File: config.mk
export PLATFORM = sky130hd
export DESIGN_NAME = serial_port
export DESIGN_NICKNAME = d
export VERILOG_FILES = /design/src/serial_port_pkg.sv /design/src/data_fifo.sv /design/src/clock_edge_gen.sv /design/src/serial_port.sv
export SDC_FILE = /design/constraint.sdc
export NUM_CORES = 1
export LEC_CHECK = 0
export BUFFER_PORTS_ARGS = -buffer_cell sky130_fd_sc_hd__buf_2
export CAP_MARGIN = 20
export CELL_PAD_IN_SITES_DETAIL_PLACEMENT = 0
export CELL_PAD_IN_SITES_GLOBAL_PLACEMENT = 1
export CORE_MARGIN = 8
export CORE_UTILIZATION = 25
export DETAILED_ROUTE_END_ITERATION = 16
export GPL_ROUTABILITY_DRIVEN = 0
export PLACE_DENSITY = 0.54
export SETUP_SLACK_MARGIN = 0.1
export SKIP_LAST_GASP = 1
export SLEW_MARGIN = 10
export SYNTH_ARGS = -nofsm -noshare
export SYNTH_HDL_FRONTEND = slang
export SYNTH_HIERARCHICAL = 1
export SYNTH_SLANG_ARGS = --single-unit
File: constraint.sdc
create_clock -name CLK_SYS -period 4.6 [get_ports CLK_SYS]
set_clock_uncertainty 0.1 [all_clocks]
set_input_delay 0.23 -clock CLK_SYS [delete_from_list [all_inputs] [get_ports CLK_SYS]]
set_output_delay 0.23 -clock CLK_SYS [all_outputs]
set_load 0.02 [all_outputs]
File: src/serial_port_pkg.sv
// constants, types and encodings for the three-wire serial port with port A mux
// assumes a single 100 MHz system clock and active-low asynchronous reset
package serial_port_pkg;
   localparam int CLK_PERIOD_NS = 10;
   localparam int SHIFT_COUNT = 8;
   localparam logic [3:0] SHIFT_LAST = 4'h8;
   localparam logic [3:0] SHIFT_ZERO = 4'h0;
   localparam logic [7:0] DATA_RESET = 8'h00;
   localparam int FIFO_WIDTH = 8;
   localparam int FIFO_DEPTH = 16;
   // clock source codes
   localparam logic [1:0] SRC_SLAVE = 2'h0;
   localparam logic [1:0] SRC_QUARTER = 2'h1;
   localparam logic [1:0] SRC_HALF = 2'h2;
   localparam logic [1:0] SRC_FULL = 2'h3;
   // frequency output codes
   localparam logic [1:0] FOUT_1HZ = 2'h0;
   localparam logic [1:0] FOUT_2KHZ = 2'h1;
   localparam logic [1:0] FOUT_SYS = 2'h2;
   localparam logic [1:0] FOUT_CPU = 2'h3;
   // port bit positions
   localparam int PB0 = 0;
   localparam int PB1 = 1;
   localparam int PB2 = 2;
   localparam int PB3 = 3;
   localparam int PB4 = 4;
   localparam int PB5 = 5;

   typedef struct packed {
      logic [1:0] clock_source;
      logic shift_edge_select;
      logic bit_order_select;
      logic output_retime_mode;
   } serial_cfg_t;

   typedef struct packed {
      logic clock_pin_select;
      logic counter_wave_pin_select;
      logic dataout_reset_pin_select;
      logic freq_pin_select_bit2;
      logic freq_pin_select_bit5;
      logic status_pin_select;
   } mux_cfg_t;

   typedef struct packed {
      logic cpu_clock;
      logic system_clock_source;
      logic tap_2khz;
      logic tap_1hz;
      logic tap_8khz;
   } freq_src_t;

   typedef enum logic [2:0] {
      ST_IDLE = 3'b001,
      ST_SHIFT = 3'b010,
      ST_DONE = 3'b100
   } shift_state_t;
endpackage

File: src/data_fifo.sv
// parameterised first-in first-out buffer with valid/ready on both sides
// assumes one clock and active-low asynchronous reset
`timescale 1ns/1ps
module data_fifo #(
   parameter int WIDTH = 8,
   parameter int DEPTH = 16
) (
   input wire logic clk,
   input wire logic resetn,
   input wire logic in_valid,
   output logic in_ready,
   input wire logic [WIDTH-1:0] in_data,
   output logic out_valid,
   input wire logic out_ready,
   output logic [WIDTH-1:0] out_data
);
   localparam int AW = $clog2(DEPTH);
   logic [WIDTH-1:0] mem [DEPTH];
   logic [AW-1:0] wr_ptr;
   logic [AW-1:0] rd_ptr;
   logic [AW:0] count;
   logic [AW:0] next_count;
   logic push;
   logic pop;

   assign out_valid = (count != '0);
   assign out_data = mem[rd_ptr];
   assign push = in_valid && in_ready;
   assign pop = out_valid && out_ready;
   assign next_count = count + (AW+1)'(push) - (AW+1)'(pop);

   always_ff @(posedge clk) begin
      if (push) begin
         mem[wr_ptr] <= in_data;
      end
   end

   always_ff @(posedge clk or negedge resetn) begin
      if (!resetn) begin
         wr_ptr <= '0;
         rd_ptr <= '0;
         count <= '0;
         in_ready <= 1'b1;
      end else begin
         if (push) begin
            wr_ptr <= (wr_ptr == AW'(DEPTH - 1)) ? '0 : wr_ptr + 1'b1;
         end
         if (pop) begin
            rd_ptr <= (rd_ptr == AW'(DEPTH - 1)) ? '0 : rd_ptr + 1'b1;
         end
         count <= next_count;
         // ready is registered so the port comes straight from a flop
         in_ready <= (next_count != (AW+1)'(DEPTH));
      end
   end
endmodule // data_fifo

File: src/clock_edge_gen.sv
// master shift-clock generator from the three prescaler rates
// assumes one clock; produces a registered shift clock and its edge pulses
`timescale 1ns/1ps
module clock_edge_gen (
   input wire logic clk,
   input wire logic resetn,
   input wire logic run,
   input wire logic [1:0] clock_source,
   output logic sclk,
   output logic rise,
   output logic fall
);
   import serial_port_pkg::*;

   logic [1:0] div;
   logic tick;

   // tick marks a toggle of the shift clock
   always_comb begin
      unique case (clock_source)
         SRC_FULL: tick = 1'b1;
         SRC_HALF: tick = div[0];
         SRC_QUARTER: tick = (div == 2'h3);
         SRC_SLAVE: tick = 1'b0;
      endcase
   end

   always_ff @(posedge clk or negedge resetn) begin
      if (!resetn) begin
         div <= 2'h0;
      end else if (!run) begin
         div <= 2'h0;
      end else begin
         div <= div + 2'h1;
      end
   end

   always_ff @(posedge clk or negedge resetn) begin
      if (!resetn) begin
         sclk <= 1'b0;
      end else if (!run) begin
         sclk <= 1'b0;
      end else if (tick) begin
         sclk <= ~sclk;
      end
   end

   assign rise = run && tick && !sclk;
   assign fall = run && tick && sclk;
endmodule // clock_edge_gen

File: src/serial_port.sv
// three-wire serial port with port A output multiplexing
// assumes synchronous pin inputs, one 100 MHz clock, active-low async reset
//
// What this block does
// - bit1 is input, latch, counter wave or shift clock by its selects.
// - bit2 drives latch, frequency output or serial data by its selects.
// - bit2 output with both selects: high in reset, 8kHz after, low asleep.
// - bit2 input with both selects and strap pattern: driven high only in reset.
// - bit3 drives latch or ready/chip-select status by its select.
// - bit5 drives latch or chosen frequency: cpu, system, 2kHz or 1Hz.
// - cpu clock is rc clock, or bit1 input clock when external clock used.
// - received bits from bit0 fill shift register, read as low/high nibbles.
// - loaded register shifts out on bit2 while input shifts in together.
// - master uses full, half or quarter rate; slave clock comes on bit1.
// - reset gives slave, start and status clear, lsb first, negative edge.
// - start allows eight shifts, then interrupt and start clears itself.
// - slave ignores clock while start low; uses only next eight edges.
// - bit3 status output equals start or status.
// - master drives shift clock on bit1 only while start; else zero.
// - last falling edge sets done request; next start write clears; maskable.
// - sample edge chosen by edge select; order chosen by bit order select.
// - source codes 00 slave, 01 quarter, 10 half, 11 full.
// - mode 0 data on shift edge; mode 1 retimed to rising edges.
`timescale 1ns/1ps
module serial_port (
   input wire logic CLK_SYS,
   input wire logic RESETN,
   input wire logic SLEEP,
   input wire logic EXT_CLOCK_USED,
   input wire logic RC_CLOCK,
   input wire logic PRESCALER_2KHZ,
   input wire logic PRESCALER_1HZ,
   input wire logic PRESCALER_8KHZ,
   input wire logic COUNTER_WAVE,
   input wire logic [1:0] FREQ_SELECT,
   input wire serial_port_pkg::serial_cfg_t CFG,
   input wire serial_port_pkg::mux_cfg_t MUX,
   input wire logic [5:0] PIN_DIRECTION,
   input wire logic [5:0] GENERAL_OUTPUT_LATCH,
   input wire logic START_WRITE,
   input wire logic START_VALUE,
   input wire logic STATUS,
   input wire logic IRQ_MASK,
   input wire logic DATA_WRITE,
   input wire logic [7:0] DATA_IN,
   input wire logic TX_VALID,
   output logic TX_READY,
   input wire logic [7:0] TX_DATA,
   output logic RX_VALID,
   input wire logic RX_READY,
   output logic [7:0] RX_DATA,
   input wire logic [5:0] PIN_IN,
   output logic [5:0] PIN_OUT,
   output logic [5:0] PIN_OE,
   output logic [3:0] DATA_LOW,
   output logic [3:0] DATA_HIGH,
   output logic START,
   output logic TRANSFER_DONE_IRQ
);
   import serial_port_pkg::*;

   shift_state_t state;
   logic [7:0] shreg;
   logic [3:0] count;
   logic start_q;
   logic irq_pend;
   logic serial_out;
   logic slave_prev;
   logic m_sclk;
   logic m_rise;
   logic m_fall;
   logic rise;
   logic fall;
   logic sample_edge;
   logic drive_edge;
   logic is_master;
   logic cpu_clock;
   logic freq_out;
   logic [5:0] next_pin_out;
   logic [5:0] next_pin_oe;
   logic fifo_out_valid;
   logic fifo_pop;
   logic [7:0] fifo_out_data;
   logic [7:0] rx_word;
   logic rx_push;

   // pick the bit leaving the register by bit order
   function automatic logic out_bit(input logic [7:0] v, input logic msb);
      return msb ? v[7] : v[0];
   endfunction

   assign is_master = (CFG.clock_source != SRC_SLAVE);
   assign cpu_clock = EXT_CLOCK_USED ? PIN_IN[PB1] : RC_CLOCK;

   clock_edge_gen u_clk (
      .clk(CLK_SYS),
      .resetn(RESETN),
      .run(is_master && start_q),
      .clock_source(CFG.clock_source),
      .sclk(m_sclk),
      .rise(m_rise),
      .fall(m_fall)
   );

   // slave clock edge detect on the synchronous pin input
   always_ff @(posedge CLK_SYS or negedge RESETN) begin
      if (!RESETN) begin
         slave_prev <= 1'b0;
      end else begin
         slave_prev <= PIN_IN[PB1];
      end
   end

   // edges outside start are ignored
   assign rise = start_q && (is_master ? m_rise : (PIN_IN[PB1] && !slave_prev));
   assign fall = start_q && (is_master ? m_fall : (!PIN_IN[PB1] && slave_prev));
   assign sample_edge = CFG.shift_edge_select ? rise : fall;
   assign drive_edge = CFG.output_retime_mode ? rise : sample_edge;

   // loaded words are taken from the transmit buffer at start
   data_fifo #(.WIDTH(FIFO_WIDTH), .DEPTH(FIFO_DEPTH)) u_fifo (
      .clk(CLK_SYS),
      .resetn(RESETN),
      .in_valid(TX_VALID),
      .in_ready(TX_READY),
      .in_data(TX_DATA),
      .out_valid(fifo_out_valid),
      .out_ready(fifo_pop),
      .out_data(fifo_out_data)
   );
   assign fifo_pop = START_WRITE && START_VALUE && (state == ST_IDLE) && !DATA_WRITE;

   // start bit and shift sequencing
   always_ff @(posedge CLK_SYS or negedge RESETN) begin
      if (!RESETN) begin
         state <= ST_IDLE;
         start_q <= 1'b0;
         count <= SHIFT_ZERO;
      end else begin
         unique case (state)
            ST_IDLE: begin
               if (START_WRITE && START_VALUE) begin
                  start_q <= 1'b1;
                  count <= SHIFT_ZERO;
                  state <= ST_SHIFT;
               end
            end
            ST_SHIFT: begin
               if (sample_edge) begin
                  count <= count + 4'h1;
               end
               if (fall && count == SHIFT_LAST - 4'h1 && !CFG.shift_edge_select) begin
                  start_q <= 1'b0;
                  state <= ST_DONE;
               end else if (fall && count == SHIFT_LAST) begin
                  start_q <= 1'b0;
                  state <= ST_DONE;
               end
            end
            ST_DONE: begin
               state <= ST_IDLE;
            end
         endcase
      end
   end

   // shift register: load, shift in and out on the same register
   always_ff @(posedge CLK_SYS or negedge RESETN) begin
      if (!RESETN) begin
         shreg <= DATA_RESET;
      end else if (DATA_WRITE) begin
         shreg <= DATA_IN;
      end else if (fifo_pop && fifo_out_valid) begin
         shreg <= fifo_out_data;
      end else if (sample_edge) begin
         if (CFG.bit_order_select) begin
            shreg <= {shreg[6:0], PIN_IN[PB0]};
         end else begin
            shreg <= {PIN_IN[PB0], shreg[7:1]};
         end
      end
   end

   // output data bit, direct or retimed
   always_ff @(posedge CLK_SYS or negedge RESETN) begin
      if (!RESETN) begin
         serial_out <= 1'b0;
      end else if (!start_q || !CFG.output_retime_mode) begin
         // direct mode follows the register, so the loaded bit shows right after start
         serial_out <= out_bit(shreg, CFG.bit_order_select);
      end else if (drive_edge) begin
         serial_out <= out_bit(shreg, CFG.bit_order_select);
      end
   end

   // done request: set wins over a start write clear
   always_ff @(posedge CLK_SYS or negedge RESETN) begin
      if (!RESETN) begin
         irq_pend <= 1'b0;
      end else if (state == ST_DONE) begin
         irq_pend <= 1'b1;
      end else if (START_WRITE) begin
         irq_pend <= 1'b0;
      end
   end

   // received word pushed to the receive side
   assign rx_push = (state == ST_DONE);
   always_ff @(posedge CLK_SYS or negedge RESETN) begin
      if (!RESETN) begin
         RX_VALID <= 1'b0;
         rx_word <= DATA_RESET;
      end else if (rx_push) begin
         RX_VALID <= 1'b1;
         rx_word <= shreg;
      end else if (RX_READY) begin
         RX_VALID <= 1'b0;
      end
   end
   assign RX_DATA = rx_word;

   // frequency output choice
   always_comb begin
      unique case (FREQ_SELECT)
         FOUT_CPU: freq_out = cpu_clock;
         FOUT_SYS: freq_out = CLK_SYS;
         FOUT_2KHZ: freq_out = PRESCALER_2KHZ;
         FOUT_1HZ: freq_out = PRESCALER_1HZ;
      endcase
   end

   // pin multiplexing
   always_comb begin
      next_pin_out = 6'h00;
      next_pin_oe = 6'h00;
      next_pin_out[PB0] = GENERAL_OUTPUT_LATCH[PB0];
      next_pin_oe[PB0] = PIN_DIRECTION[PB0];
      next_pin_oe[PB1] = PIN_DIRECTION[PB1];
      if (MUX.clock_pin_select) begin
         next_pin_out[PB1] = is_master ? m_sclk : 1'b0;
      end else if (MUX.counter_wave_pin_select) begin
         next_pin_out[PB1] = COUNTER_WAVE;
      end else begin
         next_pin_out[PB1] = GENERAL_OUTPUT_LATCH[PB1];
      end
      next_pin_oe[PB2] = PIN_DIRECTION[PB2];
      if (MUX.dataout_reset_pin_select && MUX.freq_pin_select_bit2) begin
         next_pin_out[PB2] = SLEEP ? 1'b0 : PRESCALER_8KHZ;
      end else if (MUX.freq_pin_select_bit2) begin
         next_pin_out[PB2] = freq_out;
      end else if (MUX.dataout_reset_pin_select) begin
         next_pin_out[PB2] = serial_out;
      end else begin
         next_pin_out[PB2] = GENERAL_OUTPUT_LATCH[PB2];
      end
      next_pin_oe[PB3] = PIN_DIRECTION[PB3];
      next_pin_out[PB3] = MUX.status_pin_select ? (start_q || STATUS)
                                                : GENERAL_OUTPUT_LATCH[PB3];
      next_pin_oe[PB5] = PIN_DIRECTION[PB5];
      next_pin_out[PB5] = MUX.freq_pin_select_bit5 ? freq_out : GENERAL_OUTPUT_LATCH[PB5];
   end

   // registered pins; during reset bit2 is driven high whatever its selects are
   always_ff @(posedge CLK_SYS or negedge RESETN) begin
      if (!RESETN) begin
         PIN_OUT <= 6'h04;
         PIN_OE <= 6'h04;
      end else begin
         PIN_OUT <= next_pin_out;
         PIN_OE <= next_pin_oe;
      end
   end

   always_ff @(posedge CLK_SYS or negedge RESETN) begin
      if (!RESETN) begin
         DATA_LOW <= 4'h0;
         DATA_HIGH <= 4'h0;
         START <= 1'b0;
         TRANSFER_DONE_IRQ <= 1'b0;
      end else begin
         DATA_LOW <= shreg[3:0];
         DATA_HIGH <= shreg[7:4];
         START <= start_q;
         TRANSFER_DONE_IRQ <= irq_pend && !IRQ_MASK;
      end
   end
endmodule // serial_port

======== After elaboration in Yosys (flattened, before gate mapping) ========
Memory sizes are Yosys's and may differ from the RTL's.
Index checks and enable logic that the tools add are counted.
storage, ports and cells
  bits in registers ....................... 65
  memory bits (writable) .................. 128
  input port bits ......................... 63
  output and inout bits ................... 32
  logic and storage cells ................. 133
  memories kept ........................... 1
memory list
  memory      words  width  rd ports  clocked after memory_dff  write ports  line             text
  u_fifo.mem  16     8      1         0                         1            data_fifo.sv:18  logic [WIDTH-1:0] mem [DEPTH];
operators by class
  add/subtract/negate cells ............... 6
  equal/unequal tests ..................... 19
  multiplexer cells ....................... 45
  bitwise operators ....................... 1
  reductions and logical operators ........ 40
operator list
  cell                                                             number
  8-bit 2-to-1 mux                                                 4
  1-bit 2-to-1 mux                                                 28
  1-bit logical AND                                                18
  4-bit 2-to-1 mux                                                 4
  4-bit by 1-bit adder with 4-bit output, second input constant    3
  4-bit == test, second input constant                             3
  2-bit == test, second input constant                             5
  2-bit nonzero test                                               5
  3-bit 2-to-1 mux                                                 3
  3-bit one-hot mux with 3 select lines                            1
  1-bit zero test                                                  8
  1-bit one-hot mux with 4 select lines                            2
  4-bit one-hot mux with 2 select lines                            1
  2-bit != test, second input constant                             3
  3-bit AND reduction                                              2
  5-bit by 1-bit adder with 5-bit output                           1
  5-bit != test, second input constant                             1
  5-bit nonzero test                                               1
  5-bit by 1-bit subtractor with 5-bit output                      1
  2-bit by 1-bit == test with 1-bit output, second input constant  2
  4-bit by 3-bit == test with 1-bit output, second input constant  1
  2-bit zero test                                                  2
  3-bit by 1-bit == test with 1-bit output, second input constant  1
  3-bit by 2-bit == test with 1-bit output, second input constant  1
  9 further kinds                                                  10

======== Depth between registers and ports, before layout ========
  depth in word-level cells ............... 10
  mapped depth ............................ 14
  gate-level depth less buffers ........... 13

======== Hierarchy ========
The synthesis kept the hierarchy.
by module, submodules not included
  module          times used  cells an instance  area each (um^2)  sequential area each (um^2)
  data_fifo       1           308                5806.8            4195.3
  serial_port     1           187                2249.7            1204.9
  clock_edge_gen  1           14                 148.9             75.1

==> results.ini <==
[grt]
grt_pass1_vias = 5243
antenna_found_initial = 0
grt_max_degree = 66
grt.total_usage = 0.09995
grt_overflow = 0
grt_pass1_wl_mm = 29.64

[hold_path]
min_from = GENERAL_OUTPUT_LATCH[5]
min_path_type = input pin to flop

[yosys]
avgSynthCellArea_um2 = 16.12
synth_edf_count = 128
seq_area_frac_synth = 0.6673
yosysMostFrequentCell = edfxtp_1
syn_area_um2 = 8205
synthCells = 509
yosysWarnings = 6
netlist_top_cells_area = edfxtp_1, dfrtp_1, mux4_2
synth.cells.most_frequent = edfxtp_1, dfrtp_1, inv_1, mux4_2, mux2i_1
synth_top_area_share = 0.4684
synth_seq_cells = 193
ys_async_sr_fraction = 0.3368
synth_flop_cell = edfxtp_1
synthDistinctLibCells = 58
synth_top_cell_by_area = edfxtp_1

[layout]
areaGrowthSynthToFinish_pct = 24.46
fin_nets = 709
final_util = 0.3147
drive_above_1_share = 0.3008
num_antenna_cells = 0

[clock_network]
clk_latency_ns = 0.53
ctsResizeCount = 0
cts_tree = built
cts_setup_buffers = 0
clk_pin_slew_ns = 0.07

[worst_setup_path]
rr_startpoint = state[0]
start_kind = clock port
cpLargestDelayFamily = buffers and inverters
critPathMaxFanout = 2
crit_type = clock port to flop
path_cells = clkbuf_16 -> clkbuf_16 -> clkbuf_16 -> clkbuf_16 -> clkbuf_16 -> clkbuf_16 -> mux4_2 -> clkbuf_16 -> clkbuf_16 -> mux4_2
cp_common_cell = clkbuf_16
cp_slowest_stage_delay_ns = 0.48
path_buf_inv = 8
crit_slowest_cell = mux4_2
cp-end-kind = flop
crit_path_start = CLK_SYS
worstPathArrival_ns = 4.30
cp.required_ns = 4.95

[route]
initialDrtViolationCount = 173
drt-total-wl_mm = 18.71
vias_per_cell = 4.390
post_drt_wl_per_cell_um = 17.22
antenna_left = 0
drc = 0
vias = 4772
drtPass1Iterations = 4

[sta]
slew_viol_final = 0
hold_violations = 2
worstMarginPinSlew_ns = 0.8709
grt_setup_unrepaired = no
hold_ws_ns = -0.1667
setup_viol = 0
relSlewSlack = 0.4172
tns_ns = 0

[flow_run]
maxCapViolCount = 0

[floorplan]
io_pins = 95
initial_utilization = 0.2528
placementRows = 66
core_um2 = 32450
die_area_um2 = 38870
die_h_um = 197.2
die_w_um = 197.2

[outcome]
violations = hold timing
status = finished, violations left

[placed_design]
port_buffers = 86
post-dp-hpwl_mm = 12.85

[pwr]
vdd.ir_drop.worst_mv = 0.2426
p_leak_nw = 3.736
pwr_density_cell_nw_per_um2 = 487.3

## power by group
group,leakage [nW],internal (mW),switching (mW),total (mW)
registers,1.94,2.12,0.159,2.28
logic,1.38,0.382,0.496,0.878
clock network,0.418,1.04,0.778,1.82
## kinds of logic after synthesis
kind of cell / Yosys count / share of synthesized area
multiplexers: 76 / 0.1420
other: 1 / 0.0004570
AND/OR/NAND/NOR: 96 / 0.06816
flip-flops: 193 / 0.6673
AO/OA/AOI/OAI: 72 / 0.06420
XOR/XNOR: 6 / 0.006404
adder cells (fa/ha/maj): 15 / 0.02379
buffers and inverters: 50 / 0.02775
## final cells by class
cell class                      instances  area, µm²
Fill cell                            3158      22240
Sequential cell                       193       5478
Multi-Input combinational cell        267       2506
Timing Repair Buffer                  115      735.7
Clock buffer                           28      679.4
Tap cell                              442      553.0
Clock inverter                         15      158.9
Inverter                               27      101.3
## cells in the final DEF (no fill, tap or decap), drive strengths merged, types with 8 or more instances in the layout
cell | synthesis | routed
and2 | 15 | 15
mux4 | 27 | 27
ha | 14 | 14
dfrtp | 61 | 61
dlygate4sd3 | 0 | 25
nor2b | 13 | 13
o21ai | 13 | 13
a22oi | 8 | 8
a221oi | 8 | 8
edfxtp | 128 | 128
buf | 12 | 90
nor4 | 8 | 8
clkbuf | 11 | 28
a211oi | 9 | 9
mux2i | 26 | 26
nor2 | 14 | 14
mux2 | 23 | 23
a32oi | 8 | 8
nand2 | 12 | 12
inv | 27 | 36
## flip-flops by register name, summed over array words and instances, names as in the netlist, 2 cells and up
register and flops:
PIN_OUT 5, DATA_HIGH 4, count 4, u_fifo/wr_ptr 4, shreg 8, RX_DATA 8, DATA_LOW 4, u_fifo/mem 128
u_clk/div 2, u_fifo/count 5, state 3, PIN_OE 5, u_fifo/rd_ptr 4
## per-layer routing
metal	wire length [µm]	vias to the layer above	GRT usage
li1	-	2205	-
met1	7976	2474	0.1159
met2	9941	74	0.1725
met3	562	19	0.02675
met4	235	0	0.04263
met5	0	-	0
## path summary, 6_finish.rpt
path                       cells past startpoint  slack [ns]                to
setup reg to reg                              13        1.11   u_fifo/in_ready
min in group asynchronous                      3        0.31        PIN_OUT[0]
max in group asynchronous                      3        3.48  u_fifo/rd_ptr[0]
hold reg to reg                                1        0.37      u_clk/div[0]
hold / removal                                 2       -0.17        PIN_OUT[5]
setup / recovery                              10        0.65        PIN_OUT[2]
## metrics by stage
stage                     setup slack, ns  cell area, µm²  instances  total power [mW]  hold WS (ns)
after CTS                          0.6467           10170       1085             5.049       -0.1842
final                              0.6535           10210       1087             4.976       -0.1667
after global placement              1.171            9084       1017             3.164        0.2348
after detailed placement            1.097            9084       1017             3.205        0.2400
after global routing               0.6303           10210       1087             5.231       -0.1860
after floorplan                     1.218            8209        510             2.885       -0.1656
## timing repair
| item | in CTS | in global routing |
|---|---|---|
| hold buffers | 25 | 0 |
| endpoints found under the setup margin | 0 | 0 |
| hold endpoints to repair | 204 | 0 |
No activity file was read; power rests on OpenSTA's default activity.
